File: config.mk
export PLATFORM = sky130hd
export DESIGN_NAME = dsl_serial_load_top
export DESIGN_NICKNAME = d
export VERILOG_FILES = /design/src/dsl_pkg.sv /design/src/dsl_chan_if.sv /design/src/dsl_channel.sv /design/src/dsl_serial_load_top.sv
export SDC_FILE = /design/constraint.sdc
export NUM_CORES = 1
export LEC_CHECK = 0
export ABC_AREA = 1
export BUFFER_PORTS_ARGS = -buffer_cell sky130_fd_sc_hd__buf_2
export CORE_ASPECT_RATIO = 1.5
export CORE_UTILIZATION = 55
export CTS_CLUSTER_SIZE = 8
export DETAILED_ROUTE_END_ITERATION = 12
export PLACE_DENSITY = 0.81
export SKIP_CTS_REPAIR_TIMING = 1
export SYNTH_ARGS = -nofsm -noshare
export SYNTH_HDL_FRONTEND = slang
export SYNTH_SLANG_ARGS = --single-unit
File: constraint.sdc
create_clock -name clk -period 2.7 [get_ports clk]
set_input_delay 0.27 -clock clk [delete_from_list [all_inputs] [get_ports clk]]
set_output_delay 0.27 -clock clk [all_outputs]
set_load 0.01 [all_outputs]
File: src/dsl_pkg.sv
// shared constants and types for the dual-channel serial load control block
// assumes a single 40 MHz system clock; the link pins are sampled by it
package dsl_pkg;

  // ----------------------------------------------------------------
  // clocking
  // ----------------------------------------------------------------
  localparam int CLK_HZ = 40_000_000;
  localparam int SYNC_STAGES = 2;

  // ----------------------------------------------------------------
  // serial word layout
  // ----------------------------------------------------------------
  localparam int WORD_BITS = 16;
  localparam logic [4:0] FRAME_LEN = 5'h10;
  localparam int SEL_BIT = 15;
  localparam int BUF_BIT = 14;
  localparam int MODE_HI_BIT = 13;
  localparam int MODE_LO_BIT = 12;
  localparam int DATA_MSB = 11;
  localparam int CHANNELS = 2;

  // ----------------------------------------------------------------
  // channel code: 12, 10 or 8 significant bits, left aligned
  // ----------------------------------------------------------------
  localparam int CODE_BITS = 12;
  localparam int RESOLUTION = 12;
  localparam logic [CODE_BITS-1:0] CODE_MASK =
    CODE_BITS'(12'hfff << (CODE_BITS - RESOLUTION));

  // ----------------------------------------------------------------
  // operating modes and reset values
  // ----------------------------------------------------------------
  localparam logic [1:0] MODE_NORMAL = 2'h0;
  localparam logic [1:0] MODE_PD_1K = 2'h1;
  localparam logic [1:0] MODE_PD_100K = 2'h2;
  localparam logic [1:0] MODE_PD_OPEN = 2'h3;
  localparam logic [1:0] MODE_RST = 2'h0;
  localparam logic BUF_RST = 1'b0;
  localparam logic [CODE_BITS-1:0] CODE_RST = 12'h000;
  localparam logic [WORD_BITS-1:0] WORD_RST = 16'h0000;

  // ----------------------------------------------------------------
  // frame tracker states
  // ----------------------------------------------------------------
  typedef enum logic [1:0] {
    FR_WAIT_HIGH,
    FR_ARMED,
    FR_SHIFT
  } dsl_frame_e;

endpackage

File: src/dsl_chan_if.sv
// carrier between the serial front end and one channel's register bank
// assumes both ends run on the same system clock
`timescale 1ns/1ps
`default_nettype none

interface dsl_chan_if;
  logic wrStb;
  logic refBufIn;
  logic [1:0] modeIn;
  logic [dsl_pkg::CODE_BITS-1:0] dataIn;
  logic loadActive;
  logic [dsl_pkg::CODE_BITS-1:0] inputCode;
  logic [dsl_pkg::CODE_BITS-1:0] dacCode;
  logic refBuf;
  logic [1:0] mode;
  logic changed;
  logic ampOn;
  logic pull1k;
  logic pull100k;
  logic openOut;

  modport ctrl (
    output wrStb, refBufIn, modeIn, dataIn, loadActive,
    input inputCode, dacCode, refBuf, mode, changed,
    input ampOn, pull1k, pull100k, openOut
  );

  modport chan (
    input wrStb, refBufIn, modeIn, dataIn, loadActive,
    output inputCode, dacCode, refBuf, mode, changed,
    output ampOn, pull1k, pull100k, openOut
  );
endinterface

`default_nettype wire

File: src/dsl_channel.sv
// one channel: input register, dac register, settings and output stage
// assumes wrStb is a one-cycle pulse and loadActive a synchronised level
`timescale 1ns/1ps
`default_nettype none

module dsl_channel (
  input wire logic clk, // system clock
  input wire logic nrst, // asynchronous reset, active low
  dsl_chan_if.chan bus // strobes in, register contents out
);

  logic [1:0] modeNext;

  // ----------------------------------------------------------------
  // input register and settings
  // ----------------------------------------------------------------
  always_ff @(posedge clk or negedge nrst) begin
    if (!nrst) begin
      bus.inputCode <= dsl_pkg::CODE_RST;
    end else if (bus.wrStb) begin
      bus.inputCode <= bus.dataIn & dsl_pkg::CODE_MASK;
    end
  end

  always_ff @(posedge clk or negedge nrst) begin
    if (!nrst) begin
      bus.refBuf <= dsl_pkg::BUF_RST;
      bus.mode <= dsl_pkg::MODE_RST;
    end else if (bus.wrStb) begin
      bus.refBuf <= bus.refBufIn;
      bus.mode <= bus.modeIn;
    end
  end

  // ----------------------------------------------------------------
  // change flag and dac register
  // ----------------------------------------------------------------
  // a write in the same cycle as a load keeps the flag set, so the new
  // code is still carried over on the following cycle
  always_ff @(posedge clk or negedge nrst) begin
    if (!nrst) begin
      bus.changed <= 1'b0;
    end else if (bus.wrStb) begin
      bus.changed <= 1'b1;
    end else if (bus.loadActive && bus.changed) begin
      bus.changed <= 1'b0;
    end
  end

  always_ff @(posedge clk or negedge nrst) begin
    if (!nrst) begin
      bus.dacCode <= dsl_pkg::CODE_RST;
    end else if (bus.loadActive && bus.changed && !bus.wrStb) begin
      bus.dacCode <= bus.inputCode;
    end
  end

  // ----------------------------------------------------------------
  // output stage; codes are never touched by power-down
  // ----------------------------------------------------------------
  always_comb begin
    modeNext = bus.wrStb ? bus.modeIn : bus.mode;
  end

  always_ff @(posedge clk or negedge nrst) begin
    if (!nrst) begin
      bus.ampOn <= 1'b1;
      bus.pull1k <= 1'b0;
      bus.pull100k <= 1'b0;
      bus.openOut <= 1'b0;
    end else begin
      bus.ampOn <= (modeNext == dsl_pkg::MODE_NORMAL);
      bus.pull1k <= (modeNext == dsl_pkg::MODE_PD_1K);
      bus.pull100k <= (modeNext == dsl_pkg::MODE_PD_100K);
      bus.openOut <= (modeNext == dsl_pkg::MODE_PD_OPEN);
    end
  end

endmodule

`default_nettype wire

File: src/dsl_serial_load_top.sv
// serial front end and load control of a dual-channel dac
// assumes frame sync, serial clock, data and load strobe are asynchronous
// pins, sampled by a 40 MHz clock; the serial clock must stay well below
// a quarter of that rate for its edges to be seen
//
// What this block does
// - Power-up: normal mode, unbuffered reference, outputs at zero.
// - Reset clears input and dac registers until first valid write.
// - Frames enter a 16-bit shift register, four control bits, MSB first.
// - Bit 15 picks the channel: zero is A, one is B.
// - Bit 14 sets the addressed channel reference buffered; default zero.
// - Bits 13 and 12 pick normal or one of three power-down modes.
// - Mode and buffer bits touch only the addressed channel.
// - Low twelve bits are data; narrow variants ignore their low bits.
// - Channel data is straight binary, zero up to full scale.
// - Frame sync low is a chip enable; bits taken only then.
// - After sync falls, one bit per falling serial clock, 16 times.
// - Edges after sixteen ignored until sync rises and falls again.
// - A complete word is copied into the selected input register.
// - Sync rising before sixteen edges aborts; nothing is changed.
// - Receivers shut off after a full word until next sync fall.
// - Load strobe high holds dac registers; low passes input through.
// - A dac register reloads only if its input was written since.
// - Power-down disconnects amplifier, selects termination, stops analog.
// - Power-down leaves registers intact; normal mode resumes stored code.
`timescale 1ns/1ps
`default_nettype none

module dsl_serial_load_top (
  input wire logic clk, // 40 MHz system clock
  input wire logic nrst, // asynchronous reset, active low
  input wire logic frameSyncN, // frame sync pin, active low
  input wire logic serialClk, // serial clock pin
  input wire logic serialData, // serial data pin
  input wire logic loadStrobeN, // load strobe pin, active low
  output logic [1:0][11:0] dacCode, // dac register per channel
  output logic [1:0][11:0] inputCode, // input register per channel
  output logic [1:0] refBuffered, // reference buffer enable per channel
  output logic [1:0] powerdownModeHi, // mode bit high per channel
  output logic [1:0] powerdownModeLo, // mode bit low per channel
  output logic [1:0] ampEnable, // output amplifier and analog on
  output logic [1:0] pullDown1k, // 1k termination to ground
  output logic [1:0] pullDown100k, // 100k termination to ground
  output logic [1:0] outputOpen, // output left high impedance
  output logic [1:0] changedFlag, // input written since last dac load
  output logic rxEnable, // serial receivers powered
  output logic wordDone, // pulse: full word taken
  output logic frameAbort, // pulse: frame cut short by sync
  output logic excessEdge, // pulse: serial edge after the sixteenth
  output logic [15:0] lastWord // last complete word received
);

  // ----------------------------------------------------------------
  // pin synchronisers
  // ----------------------------------------------------------------
  // stage one of each chain is read only by stage two
  logic [3:0] pinMeta;
  logic [3:0] pinSync;
  logic sclkPrev;
  logic syncPrev;

  always_ff @(posedge clk or negedge nrst) begin
    if (!nrst) begin
      pinMeta <= 4'hf;
      pinSync <= 4'hf;
    end else begin
      pinMeta <= {loadStrobeN, serialData, serialClk, frameSyncN};
      pinSync <= pinMeta;
    end
  end

  logic syncLow;
  logic sclkNow;
  logic dataNow;
  logic loadLow;

  always_comb begin
    syncLow = !pinSync[0];
    sclkNow = pinSync[1];
    dataNow = pinSync[2];
    loadLow = !pinSync[3];
  end

  always_ff @(posedge clk or negedge nrst) begin
    if (!nrst) begin
      sclkPrev <= 1'b1;
      syncPrev <= 1'b1;
    end else begin
      sclkPrev <= sclkNow;
      syncPrev <= !syncLow;
    end
  end

  // ----------------------------------------------------------------
  // edge detection
  // ----------------------------------------------------------------
  logic sclkFall;
  logic syncFall;
  logic syncRise;

  always_comb begin
    sclkFall = sclkPrev && !sclkNow;
    syncFall = syncPrev && syncLow;
    syncRise = !syncPrev && !syncLow;
  end

  // ----------------------------------------------------------------
  // frame tracker
  // ----------------------------------------------------------------
  // after reset the tracker waits for sync high, but the synchronisers reset high, so a sync
  // that is already low when reset lifts is seen as a fall and starts a frame midway
  dsl_pkg::dsl_frame_e frame_reg;
  dsl_pkg::dsl_frame_e frame_next;
  logic [4:0] bitCount_reg;
  logic [4:0] bitCount_next;
  logic [15:0] shift_reg;
  logic [15:0] shift_next;
  logic takeBit;
  logic complete;
  logic abort;
  logic extra;

  always_comb begin
    frame_next = frame_reg;
    bitCount_next = bitCount_reg;
    shift_next = shift_reg;
    takeBit = 1'b0;
    complete = 1'b0;
    abort = 1'b0;
    extra = 1'b0;
    case (frame_reg)
      dsl_pkg::FR_WAIT_HIGH: begin
        // receivers off until sync has gone high
        if (!syncLow) begin
          frame_next = dsl_pkg::FR_ARMED;
        end else if (sclkFall) begin
          extra = 1'b1;
        end
      end
      dsl_pkg::FR_ARMED: begin
        // armed is only entered with sync high, so its first low is a fall
        if (syncFall) begin
          frame_next = dsl_pkg::FR_SHIFT;
          bitCount_next = 5'h00;
          takeBit = sclkFall;
        end
      end
      dsl_pkg::FR_SHIFT: begin
        if (syncRise) begin
          // early rise drops the partial word
          abort = 1'b1;
          frame_next = dsl_pkg::FR_ARMED;
        end else begin
          takeBit = sclkFall;
        end
      end
      default: begin
        frame_next = dsl_pkg::FR_WAIT_HIGH;
      end
    endcase
    if (takeBit) begin
      shift_next = {shift_reg[14:0], dataNow};
      bitCount_next = 5'(bitCount_next + 5'h01);
      if (bitCount_next == dsl_pkg::FRAME_LEN) begin
        complete = 1'b1;
        frame_next = dsl_pkg::FR_WAIT_HIGH;
      end
    end
  end

  always_ff @(posedge clk or negedge nrst) begin
    if (!nrst) begin
      frame_reg <= dsl_pkg::FR_WAIT_HIGH;
    end else begin
      frame_reg <= frame_next;
    end
  end

  always_ff @(posedge clk or negedge nrst) begin
    if (!nrst) begin
      bitCount_reg <= 5'h00;
      shift_reg <= dsl_pkg::WORD_RST;
    end else begin
      bitCount_reg <= bitCount_next;
      shift_reg <= shift_next;
    end
  end

  // ----------------------------------------------------------------
  // status pulses and receiver power
  // ----------------------------------------------------------------
  always_ff @(posedge clk or negedge nrst) begin
    if (!nrst) begin
      wordDone <= 1'b0;
      frameAbort <= 1'b0;
      excessEdge <= 1'b0;
    end else begin
      wordDone <= complete;
      frameAbort <= abort;
      excessEdge <= extra;
    end
  end

  // clock and data receivers wake only on a sync fall; the sync pin
  // itself is always watched, so nothing is lost while they sleep
  always_ff @(posedge clk or negedge nrst) begin
    if (!nrst) begin
      rxEnable <= 1'b0;
    end else begin
      rxEnable <= (frame_next == dsl_pkg::FR_SHIFT);
    end
  end

  always_ff @(posedge clk or negedge nrst) begin
    if (!nrst) begin
      lastWord <= dsl_pkg::WORD_RST;
    end else if (complete) begin
      lastWord <= shift_next;
    end
  end

  // ----------------------------------------------------------------
  // word decode
  // ----------------------------------------------------------------
  logic chanSel;
  logic bufSel;
  logic [1:0] modeSel;
  logic [11:0] codeSel;

  always_comb begin
    chanSel = shift_next[dsl_pkg::SEL_BIT];
    bufSel = shift_next[dsl_pkg::BUF_BIT];
    modeSel = {shift_next[dsl_pkg::MODE_HI_BIT],
               shift_next[dsl_pkg::MODE_LO_BIT]};
    codeSel = shift_next[dsl_pkg::DATA_MSB:0];
  end

  // ----------------------------------------------------------------
  // channel banks
  // ----------------------------------------------------------------
  // the load strobe acts as a level: while low each bank keeps moving
  // fresh input codes through, so a write during a held-low strobe
  // reaches the dac a cycle later
  genvar ch;
  generate
    for (ch = 0; ch < dsl_pkg::CHANNELS; ch++) begin : g_chan
      dsl_chan_if cbus ();

      always_comb begin
        cbus.wrStb = complete && (chanSel == 1'(ch));
        cbus.refBufIn = bufSel;
        cbus.modeIn = modeSel;
        cbus.dataIn = codeSel;
        cbus.loadActive = loadLow;
      end

      dsl_channel u_chan (
        .clk(clk),
        .nrst(nrst),
        .bus(cbus.chan)
      );

      always_comb begin
        dacCode[ch] = cbus.dacCode;
        inputCode[ch] = cbus.inputCode;
        refBuffered[ch] = cbus.refBuf;
        powerdownModeHi[ch] = cbus.mode[1];
        powerdownModeLo[ch] = cbus.mode[0];
        ampEnable[ch] = cbus.ampOn;
        pullDown1k[ch] = cbus.pull1k;
        pullDown100k[ch] = cbus.pull100k;
        outputOpen[ch] = cbus.openOut;
        changedFlag[ch] = cbus.changed;
      end
    end
  endgenerate

endmodule

`default_nettype wire

==> metrics, run 1 <==
Root Buffer clkbuf_16; FF-to-FF End g_chan[0].u_chan.bus.inputCode[3]; most common cell after layout, fill and taps aside nand2_1; total CTS buffers 17; Post-Syn Nets 506; clock-pin slew on the worst setup and hold paths 50 ps; worst-path fanout max 38; CP max stage delay 400 ps; Layout Nets 598; die width 78.2 um; Yosys reg bits 117; worst endpoint required time 2980 ps; VDD IR-drop max 0.000609 V; CP cell instances inv_1 -> ha_1 -> nand3_4 -> nand2_1 -> inv_1 -> ha_1 -> nand2_1 -> inv_1 -> nand4_1 -> nand2_1 -> nor2_4 -> nand3_4 -> buf_12 -> nand2_1 -> o21ai_0; Setup WS pre-CTS 86.1 ps; global routing usage on met1 0.302; initial antenna violation count 0; clock latency on the worst-skew pair 410 ps; outcome finished clean; CP startpoint kind flip-flop; final instance area 5970 sq um; largest cells by area after synthesis dfrtp_1 55%, nand2_1 12%, dfstp_2 6.6%; clk_skew 7.57 ps; Core ar. 8410 sq um; PwrDens 790 nW/um^2; reg2reg start frame_reg[1]; I/O Pins 90; initial drt markers 207; number of fill cells in the layout 608; Seq/Total Area, Yosys 0.615; Worst Setup SP frame_reg[1]; M2 GR Usage 0.431; Final min period 2480 ps; final hold violation count 0; WS Path Type flip-flop to flip-flop; Area growth syn-to-layout 24.8%; crit share post-route 0.919; starting density of the core 0.569; cell accounting for the most synthesized area dfrtp_1; CP dominant cell by count nand2_1; grt ovf 0; slowest cell on the critical path dfrtp_1; Reg2Reg Setup Slack 220 ps; Sink Count 117; hold crit path type input pin to asynchronous set/reset pin; crit-path leading delay family simple AND/OR/NAND/NOR gates; Reg2Reg Depth 15; Max Slew Vio Count 0; non-filler cells in the finished layout 706; hold_ws 267 ps; Site Rows 41; CTS tree built; Placer Congestion 0.841; die area 9090 sq um; routed wire length 10800 um; first-pass GRT wire length 17200 um; I/O Buffers 89; leading registers by flop count g_chan.u_chan.bus.dacCode x24, g_chan.u_chan.bus.inputCode x24; Leakage 3.32 nW; final worst-path setup slack 220 ps; Worst Path Buf+Inv 4; die height 116 um; placed instance count 667; Via density 5.21; commonest non-fill, non-tap cells in the layout 156 x nand2_1, 105 x dfrtp_1, 88 x buf_2; setup TNS 0 ps; GRT Total Usage 0.258; grt peak-use layer met2; yosys warns 0; ANT nets after route 0; Worst-Margin Slew 905 ps; drt wl/cell 15.3 um; Yosys top cell area share 0.549; met3 Use GR 0.0648; Synth Instances 494; clock buffer depth 2; Final Setup Violations 0; DRC viols 0; Netlist Area Pre-Place 4790 sq um; Detailed Place HPWL 7150 um; count of unique library cells instantiated by Yosys 32; largest net degree at the start of global routing 66; fraction of layout instances using a drive strength above 1 0.260; number of global-route vias before repair 3514; Fmax achieved 403 MHz; number of diodes 0; via count 3679; placed cell area 5220 sq um; H-Tree Depth 4; syn avg cell area 9.69 sq um; Worst Setup End Kind flip-flop; arrival time at the worst endpoint 2760 ps; Slew HR 0.394; DRT Pass-1 Iters 4; Max Cap Viol 0
==> cell families (layout without fill, tap and decap cells) <==
family | count (synthesis) | count (layout) | synth area share
AOI/OAI and AO/OA | 59 | 59 | 0.0661
adders and majority gates | 6 | 6 | 0.0157
xor gates and xnor gates | 1 | 1 | 0.00183
buffers and inverters | 76 | 181 | 0.0821
and+or+nand+nor | 235 | 235 | 0.219
DFF | 117 | 117 | 0.615
==> cells in the mapped netlist, drive strengths merged <==
cell    number
a31oi        2
and2        12
nand3       32
a32oi        1
a21oi        4
nand3b       2
xor2         1
nand4       10
nor3         1
dfstp       12
o21bai       1
nor2        17
o21a         1
nand2      161
o211ai       1
clkbuf       2
ha           6
buf         31
inv         43
o21ai       48
o31ai        1
dfrtp      105
==> area by class of cell <==
cell class / instances / area [sq um] / share of cell area
tap: 107 / 134 / 0.0224
timing repair buffer: 106 / 622 / 0.104
multi-input combinational: 301 / 1460 / 0.245
inverter: 43 / 161 / 0.0270
clock buffer: 23 / 478 / 0.0800
clock inverter: 9 / 173 / 0.0289
sequential: 117 / 2940 / 0.493
==> where the power goes <==
group / leakage [nW] / switching, mW / internal (mW)
combinational: 1.42 / 0.260 / 0.125
clock: 0.317 / 0.750 / 1.70
sequential: 1.59 / 0.0534 / 1.83
total: 3.32 / 1.06 / 3.65
==> metal layers <==
| metal | part of all wire | wire length (um) | vias up |
|---|---|---|---|
| met5 | 0 | 0 | - |
| met4 | 0.027 | 295 | 0 |
| li1 | - | - | 1743 |
| met1 | 0.39 | 4190 | 1785 |
| met3 | 0.054 | 581 | 26 |
| met2 | 0.53 | 5700 | 125 |
==> worst reg2reg max path, cell delays in order, from the launching register on <==
cell	delay [ps]
dfrtp_1	400
inv_1	120
ha_1	220
nand3_4	130
nand2_1	110
inv_1	70
ha_1	220
nand2_1	70
inv_1	50
nand4_1	80
nand2_1	90
nor2_4	240
nand3_4	170
buf_12	210
nand2_1	80
o21ai_0	80
==> worst max path at each step <==
stage	depth (start not counted)	slack, ps	to
floorplan	17	440	lastWord[10]
global placement	15	240	g_chan[0].u_chan.bus.inputCode[4]
detailed placement	15	90	g_chan[1].u_chan.bus.dacCode[1]
CTS	15	6	g_chan[1].u_chan.bus.dacCode[6]
global route	15	-3	g_chan[1].u_chan.bus.inputCode[5]
finish	15	220	g_chan[0].u_chan.bus.inputCode[3]
==> stage by stage <==
stage / utilization / power (mW)
after global routing: 0.710 / 4.88
final: 0.710 / 4.72
after CTS: 0.698 / 4.73
after detailed placement: 0.621 / 2.27
after global placement: 0.621 / 2.23
after floorplan: - / 2.13
(Power assumes the default switching activity.)
==> inputs of run 2 (changes only) <==
Settings changed: CORE_UTILIZATION 55 to 45, PLACE_DENSITY 0.81 to 0.68.
Clock period 2.7 ns to 3 ns, I/O delays scaled along.
==> run 2 against run 1 <==
First-iteration DRC count is 17% lower. Count of clock-buffer cells in the layout down 3. Power fell by 14%. Global-route usage down 5.3 points. Fmax shrank 8.6%. Largest power group unchanged. Register-to-register slack gained 70 ps. Sequential share of layout area grew 0.51 points. The flow now finishes with violations (negative hold slack). Hold slack worse by 270 ps. Non-clock buffer count down 5. Combinational power is 15% lower. Clock skew is 0.53 ps lower.
==> metrics, run 2 (synthesis results as in run 1) <==
outcome finished with violations; failing checks negative hold slack; Fmax achieved 368 MHz; number of global-route vias before repair 3585; I/O Buffers 89; crit share post-route 0.905; starting density of the core 0.467; Final min period 2710 ps; area taken by multi-input logic gates 1450 sq um; clock latency on the worst-skew pair 410 ps; non-filler cells in the finished layout 735; Final Setup Violations 0; CP startpoint kind flip-flop; clock-pin slew on the worst setup and hold paths 60 ps; Core ar. 10200 sq um; Max Slew Vio Count 0; Reg2Reg Setup Slack 290 ps; die height 128 um; placed instance count 699; DRC viols 0; drt wl/cell 14.2 um; Layout Nets 593; Leakage 3.26 nW; Worst Setup SP frame_reg[1]; Worst Setup End Kind flip-flop; RSZ-0062 raised after global routing false; commonest non-fill, non-tap cells in the layout 157 x nand2_1, 105 x dfrtp_1, 88 x buf_2; CTS tree built; die area 11100 sq um; die width 86.2 um; routed wire length 10400 um; worst-path fanout max 23; GRT Total Usage 0.204; Via density 4.91; arrival time at the worst endpoint 2990 ps; Max Cap Viol 0; Worst-Margin Slew 863 ps; H-Tree Depth 4; Root Buffer clkbuf_16; clk_skew 7.05 ps; final hold violation count 3; WS Path Type flip-flop to flip-flop; clock buffer depth 2; setup TNS 0 ps; reg2reg start frame_reg[1]; Reg2Reg Depth 15; largest net degree at the start of global routing 70; total CTS buffers 17; fraction of layout instances using a drive strength above 1 0.261; most common cell after layout, fill and taps aside nand2_1; number of fill cells in the layout 933; hold crit path type input pin to asynchronous set/reset pin; via count 3611; VDD IR-drop max 0.000411 V; Site Rows 45; first-pass GRT wire length 17100 um; final instance area 5910 sq um; Sink Count 117; leading registers by flop count g_chan.u_chan.bus.dacCode x24, g_chan.u_chan.bus.inputCode x24; PwrDens 689 nW/um^2; hold_ws -7.21 ps; Area growth syn-to-layout 23.5%; Slew HR 0.425; ANT nets after route 0; grt ovf 0; placed cell area 5250 sq um; worst endpoint required time 3280 ps; number of diodes 0; Placer Congestion 0.836; Setup crit end g_chan[1].u_chan.bus.inputCode[1]; storage element area 2940 sq um; initial antenna violation count 0; I/O Pins 90; FF-to-FF End g_chan[1].u_chan.bus.inputCode[1]; DRT Pass-1 Iters 5; Detailed Place HPWL 7120 um; initial drt markers 172
==> run 2: where the power goes <==
part           switching (mW)  internal (mW)  leakage [nW]
Combinational           0.223          0.103          1.37
Clock                   0.691           1.37         0.302
Sequential             0.0460           1.64          1.59
Total                   0.960           3.11          3.26
==> run 2: area by class of cell <==
class	count	share of cell area
well taps	141	0.0298
repair buffers	101	0.0948
multi-input cells	301	0.246
flip-flops and latches	117	0.498
clock inverters	12	0.0256
inverters	43	0.0273
clock buffers	20	0.0789
==> run 2: critical path: stages, from the launching register on <==
cell and delay, ps:
dfrtp_1 400, inv_1 110, ha_1 200, nand3_2 130
nand2_1 110, inv_1 70, ha_1 220, nand2_1 70
inv_1 50, nand4_1 80, nand2_1 90, nor2_4 290
nand3_4 300, buf_4 310, nand2_1 70, o21ai_0 80
==> run 2: stage by stage <==
stage	hold WS [ps]	setup WS, ps	utilization	power [mW]
finish	-7.21	286	0.577	4.07
CTS	-23.7	217	0.573	4.10
global placement	346	439	0.512	2.01
floorplan	4.41	737	-	1.92
detailed placement	347	273	0.512	2.03
global route	83.6	18.0	0.577	4.22
==> run 2: worst min-delay path by stage <==
stage | from | to | cells past startpoint
3_5_place_dp | pinMeta[3] | pinSync[3] | 0
3_3_place_gp | pinMeta[3] | pinSync[3] | 0
4_1_cts | serialClk | pinMeta[1] | 1
5_1_grt | nrst | excessEdge | 1
6_report | nrst | g_chan[0].u_chan.bus.pull100k | 1
2_1_floorplan | nrst | bitCount_reg[0] | 0
==> run 2: routing by layer <==
metal,global-route usage,share of wire,vias up
li1,-,-,1741
met1,0.237,0.41,1762
met2,0.352,0.53,94
met3,0.0502,0.045,14
met4,0.0961,0.017,0
met5,0,0,-
==> inputs of run 3 (changes only) <==
Settings changed: RECOVER_POWER set to 50.
==> run 3 against run 2 <==
The run ends with max-capacitance violations, max-slew violations left. Critical path depth did not move. Critical path type unchanged. Critical endpoint is now g_chan[1].u_chan.bus.inputCode[3]. Worst setup slack got worse by 6.9 ps. Via count fell by 0.22%. First-iteration DRC count rose by 29%. Combinational power fell by 2%. Global-route usage did not move. Clock power barely moved. Register-to-register slack barely moved.
==> metrics, run 3 (synthesis results as in run 1) <==
slowest cell on the critical path dfrtp_1; sw power 0.958 mW; CP dominant cell by count nand2_1; clock buffer depth 2; CP cell instances inv_1 -> ha_1 -> nand3_2 -> nand2_1 -> inv_1 -> ha_1 -> nand2_1 -> inv_1 -> nand4_1 -> nand2_1 -> nor2_4 -> nand3_4 -> buf_4 -> nand2_1 -> o21ai_0; worst-path fanout max 23; failing checks max-capacitance violations, max-slew violations; Via density 4.90; Worst Path Buf+Inv 4; number of global-route vias before repair 3585; Worst Setup End Kind flip-flop; DRC viols 0; CTS tree built; number of fill cells in the layout 947; CP max stage delay 400 ps; placed instance count 699; Internal Power 3.11 mW; most common cell after layout, fill and taps aside nand2_1; die width 86.2 um; Met3 Wirelength 489 um; clock-pin slew on the worst setup and hold paths 50 ps; Tot Pwr 4.07 mW; routed wire length 10400 um; CP startpoint kind flip-flop; Max Cap Viol 1; commonest non-fill, non-tap cells in the layout 157 x nand2_1, 105 x dfrtp_1, 58 x buf_2; Detailed Place HPWL 7120 um; I/O Pins 90; setup TNS 0 ps; VDD IR-drop max 0.000411 V; GRT Total Usage 0.204; WS Path Type flip-flop to flip-flop; final hold violation count 0; via count 3603; crit share post-route 0.907; initial antenna violation count 0; worst endpoint required time 3280 ps; fraction of layout instances using a drive strength above 1 0.205; Reg2Reg Setup Slack 280 ps; Placer Congestion 0.836; I/O Buffers 89; Worst-Margin Slew 1660 ps; Layout Nets 593; Max Slew Vio Count 70; Area growth syn-to-layout 22.3%; leading registers by flop count g_chan.u_chan.bus.dacCode x24, g_chan.u_chan.bus.inputCode x24; drt wl/cell 14.2 um; crit-path leading delay family simple AND/OR/NAND/NOR gates; DRT Pass-1 Iters 4; non-filler cells in the finished layout 735; Core ar. 10200 sq um; Reg power frac 0.415; DRT met1 WL 4240 um; outcome finished with violations; H-Tree Depth 4; hold crit path type input pin to asynchronous set/reset pin; Leakage 3.11 nW; PwrDens 695 nW/um^2; total CTS buffers 17; Fmax achieved 368 MHz; sw frac 0.236; number of diodes 0; ANT nets after route 0; initial drt markers 222; Root Buffer clkbuf_16; largest net degree at the start of global routing 70; clk_skew 6.70 ps; arrival time at the worst endpoint 3000 ps; max layer used met4; Comb pwr share 0.079; starting density of the core 0.467; Final Setup Violations 0; Clk pwr share 0.506; grt ovf 0; Final min period 2720 ps; RSZ-0062 raised after global routing false; die area 11100 sq um; first-pass GRT wire length 17100 um; die height 128 um; Sink Count 117; Slew HR -0.108; Routed met2 length 5500 um; Site Rows 45; clock latency on the worst-skew pair 410 ps
-- run 3: changes by cell type in the layout (fill, tap and decap cells not counted), sizes merged --
cell | previous run | this run
buf | 97 | 64
clkbuf | 20 | 53
-- run 3: routing by layer --
metal  track usage  up-vias
met2         0.352       93
met3        0.0502       16
met4        0.0961        0
met5             0        -
met1         0.237     1753
li1              -     1741
-- run 3: final cells by class --
| cell class | instances | area (sq um) | share of cell area |
|---|---|---|---|
| sequential | 117 | 2940 | 0.503 |
| multi-input combinational | 301 | 1450 | 0.248 |
| timing repair buffer | 101 | 502 | 0.0857 |
| clock buffer | 20 | 467 | 0.0797 |
| tap | 141 | 176 | 0.0301 |
| inverter | 43 | 161 | 0.0276 |
| clock inverter | 12 | 151 | 0.0259 |
-- run 3: power groups by stage --
| stage | logic [mW] | registers, mW | clock network [mW] |
|---|---|---|---|
| floorplan | 0.211 | 1.71 | 0 |
| finish | 0.321 | 1.69 | 2.06 |
| global placement | 0.302 | 1.71 | 0 |
| global route | 0.364 | 1.69 | 2.16 |
| detailed placement | 0.322 | 1.71 | 0 |
| CTS | 0.326 | 1.69 | 2.09 |
-- run 3: final timing paths --
path | from | end | depth (start not counted)
worst max-delay path | frame_reg[1] | g_chan[1].u_chan.bus.inputCode[3] | 15
worst min-delay path | nrst | g_chan[0].u_chan.bus.pull100k | 1
worst max register to register | frame_reg[1] | g_chan[1].u_chan.bus.inputCode[3] | 15
worst min register to register | pinMeta[2] | pinSync[2] | 0
max in group asynchronous | nrst | frame_reg[1] | 2
min in group clk | pinMeta[2] | pinSync[2] | 0
-- run 3: per-stage QoR --
| stage | cell area, sq um | utilization | hold WS [ps] | setup slack, ps |
|---|---|---|---|---|
| floorplan | 4790 | - | 4.41 | 737 |
| global placement | 5250 | 0.512 | 346 | 439 |
| detailed placement | 5250 | 0.512 | 347 | 273 |
| CTS | 5870 | 0.573 | -23.7 | 217 |
| global route | 5850 | 0.571 | 360 | 18.0 |
| finish | 5850 | 0.571 | 310 | 279 |
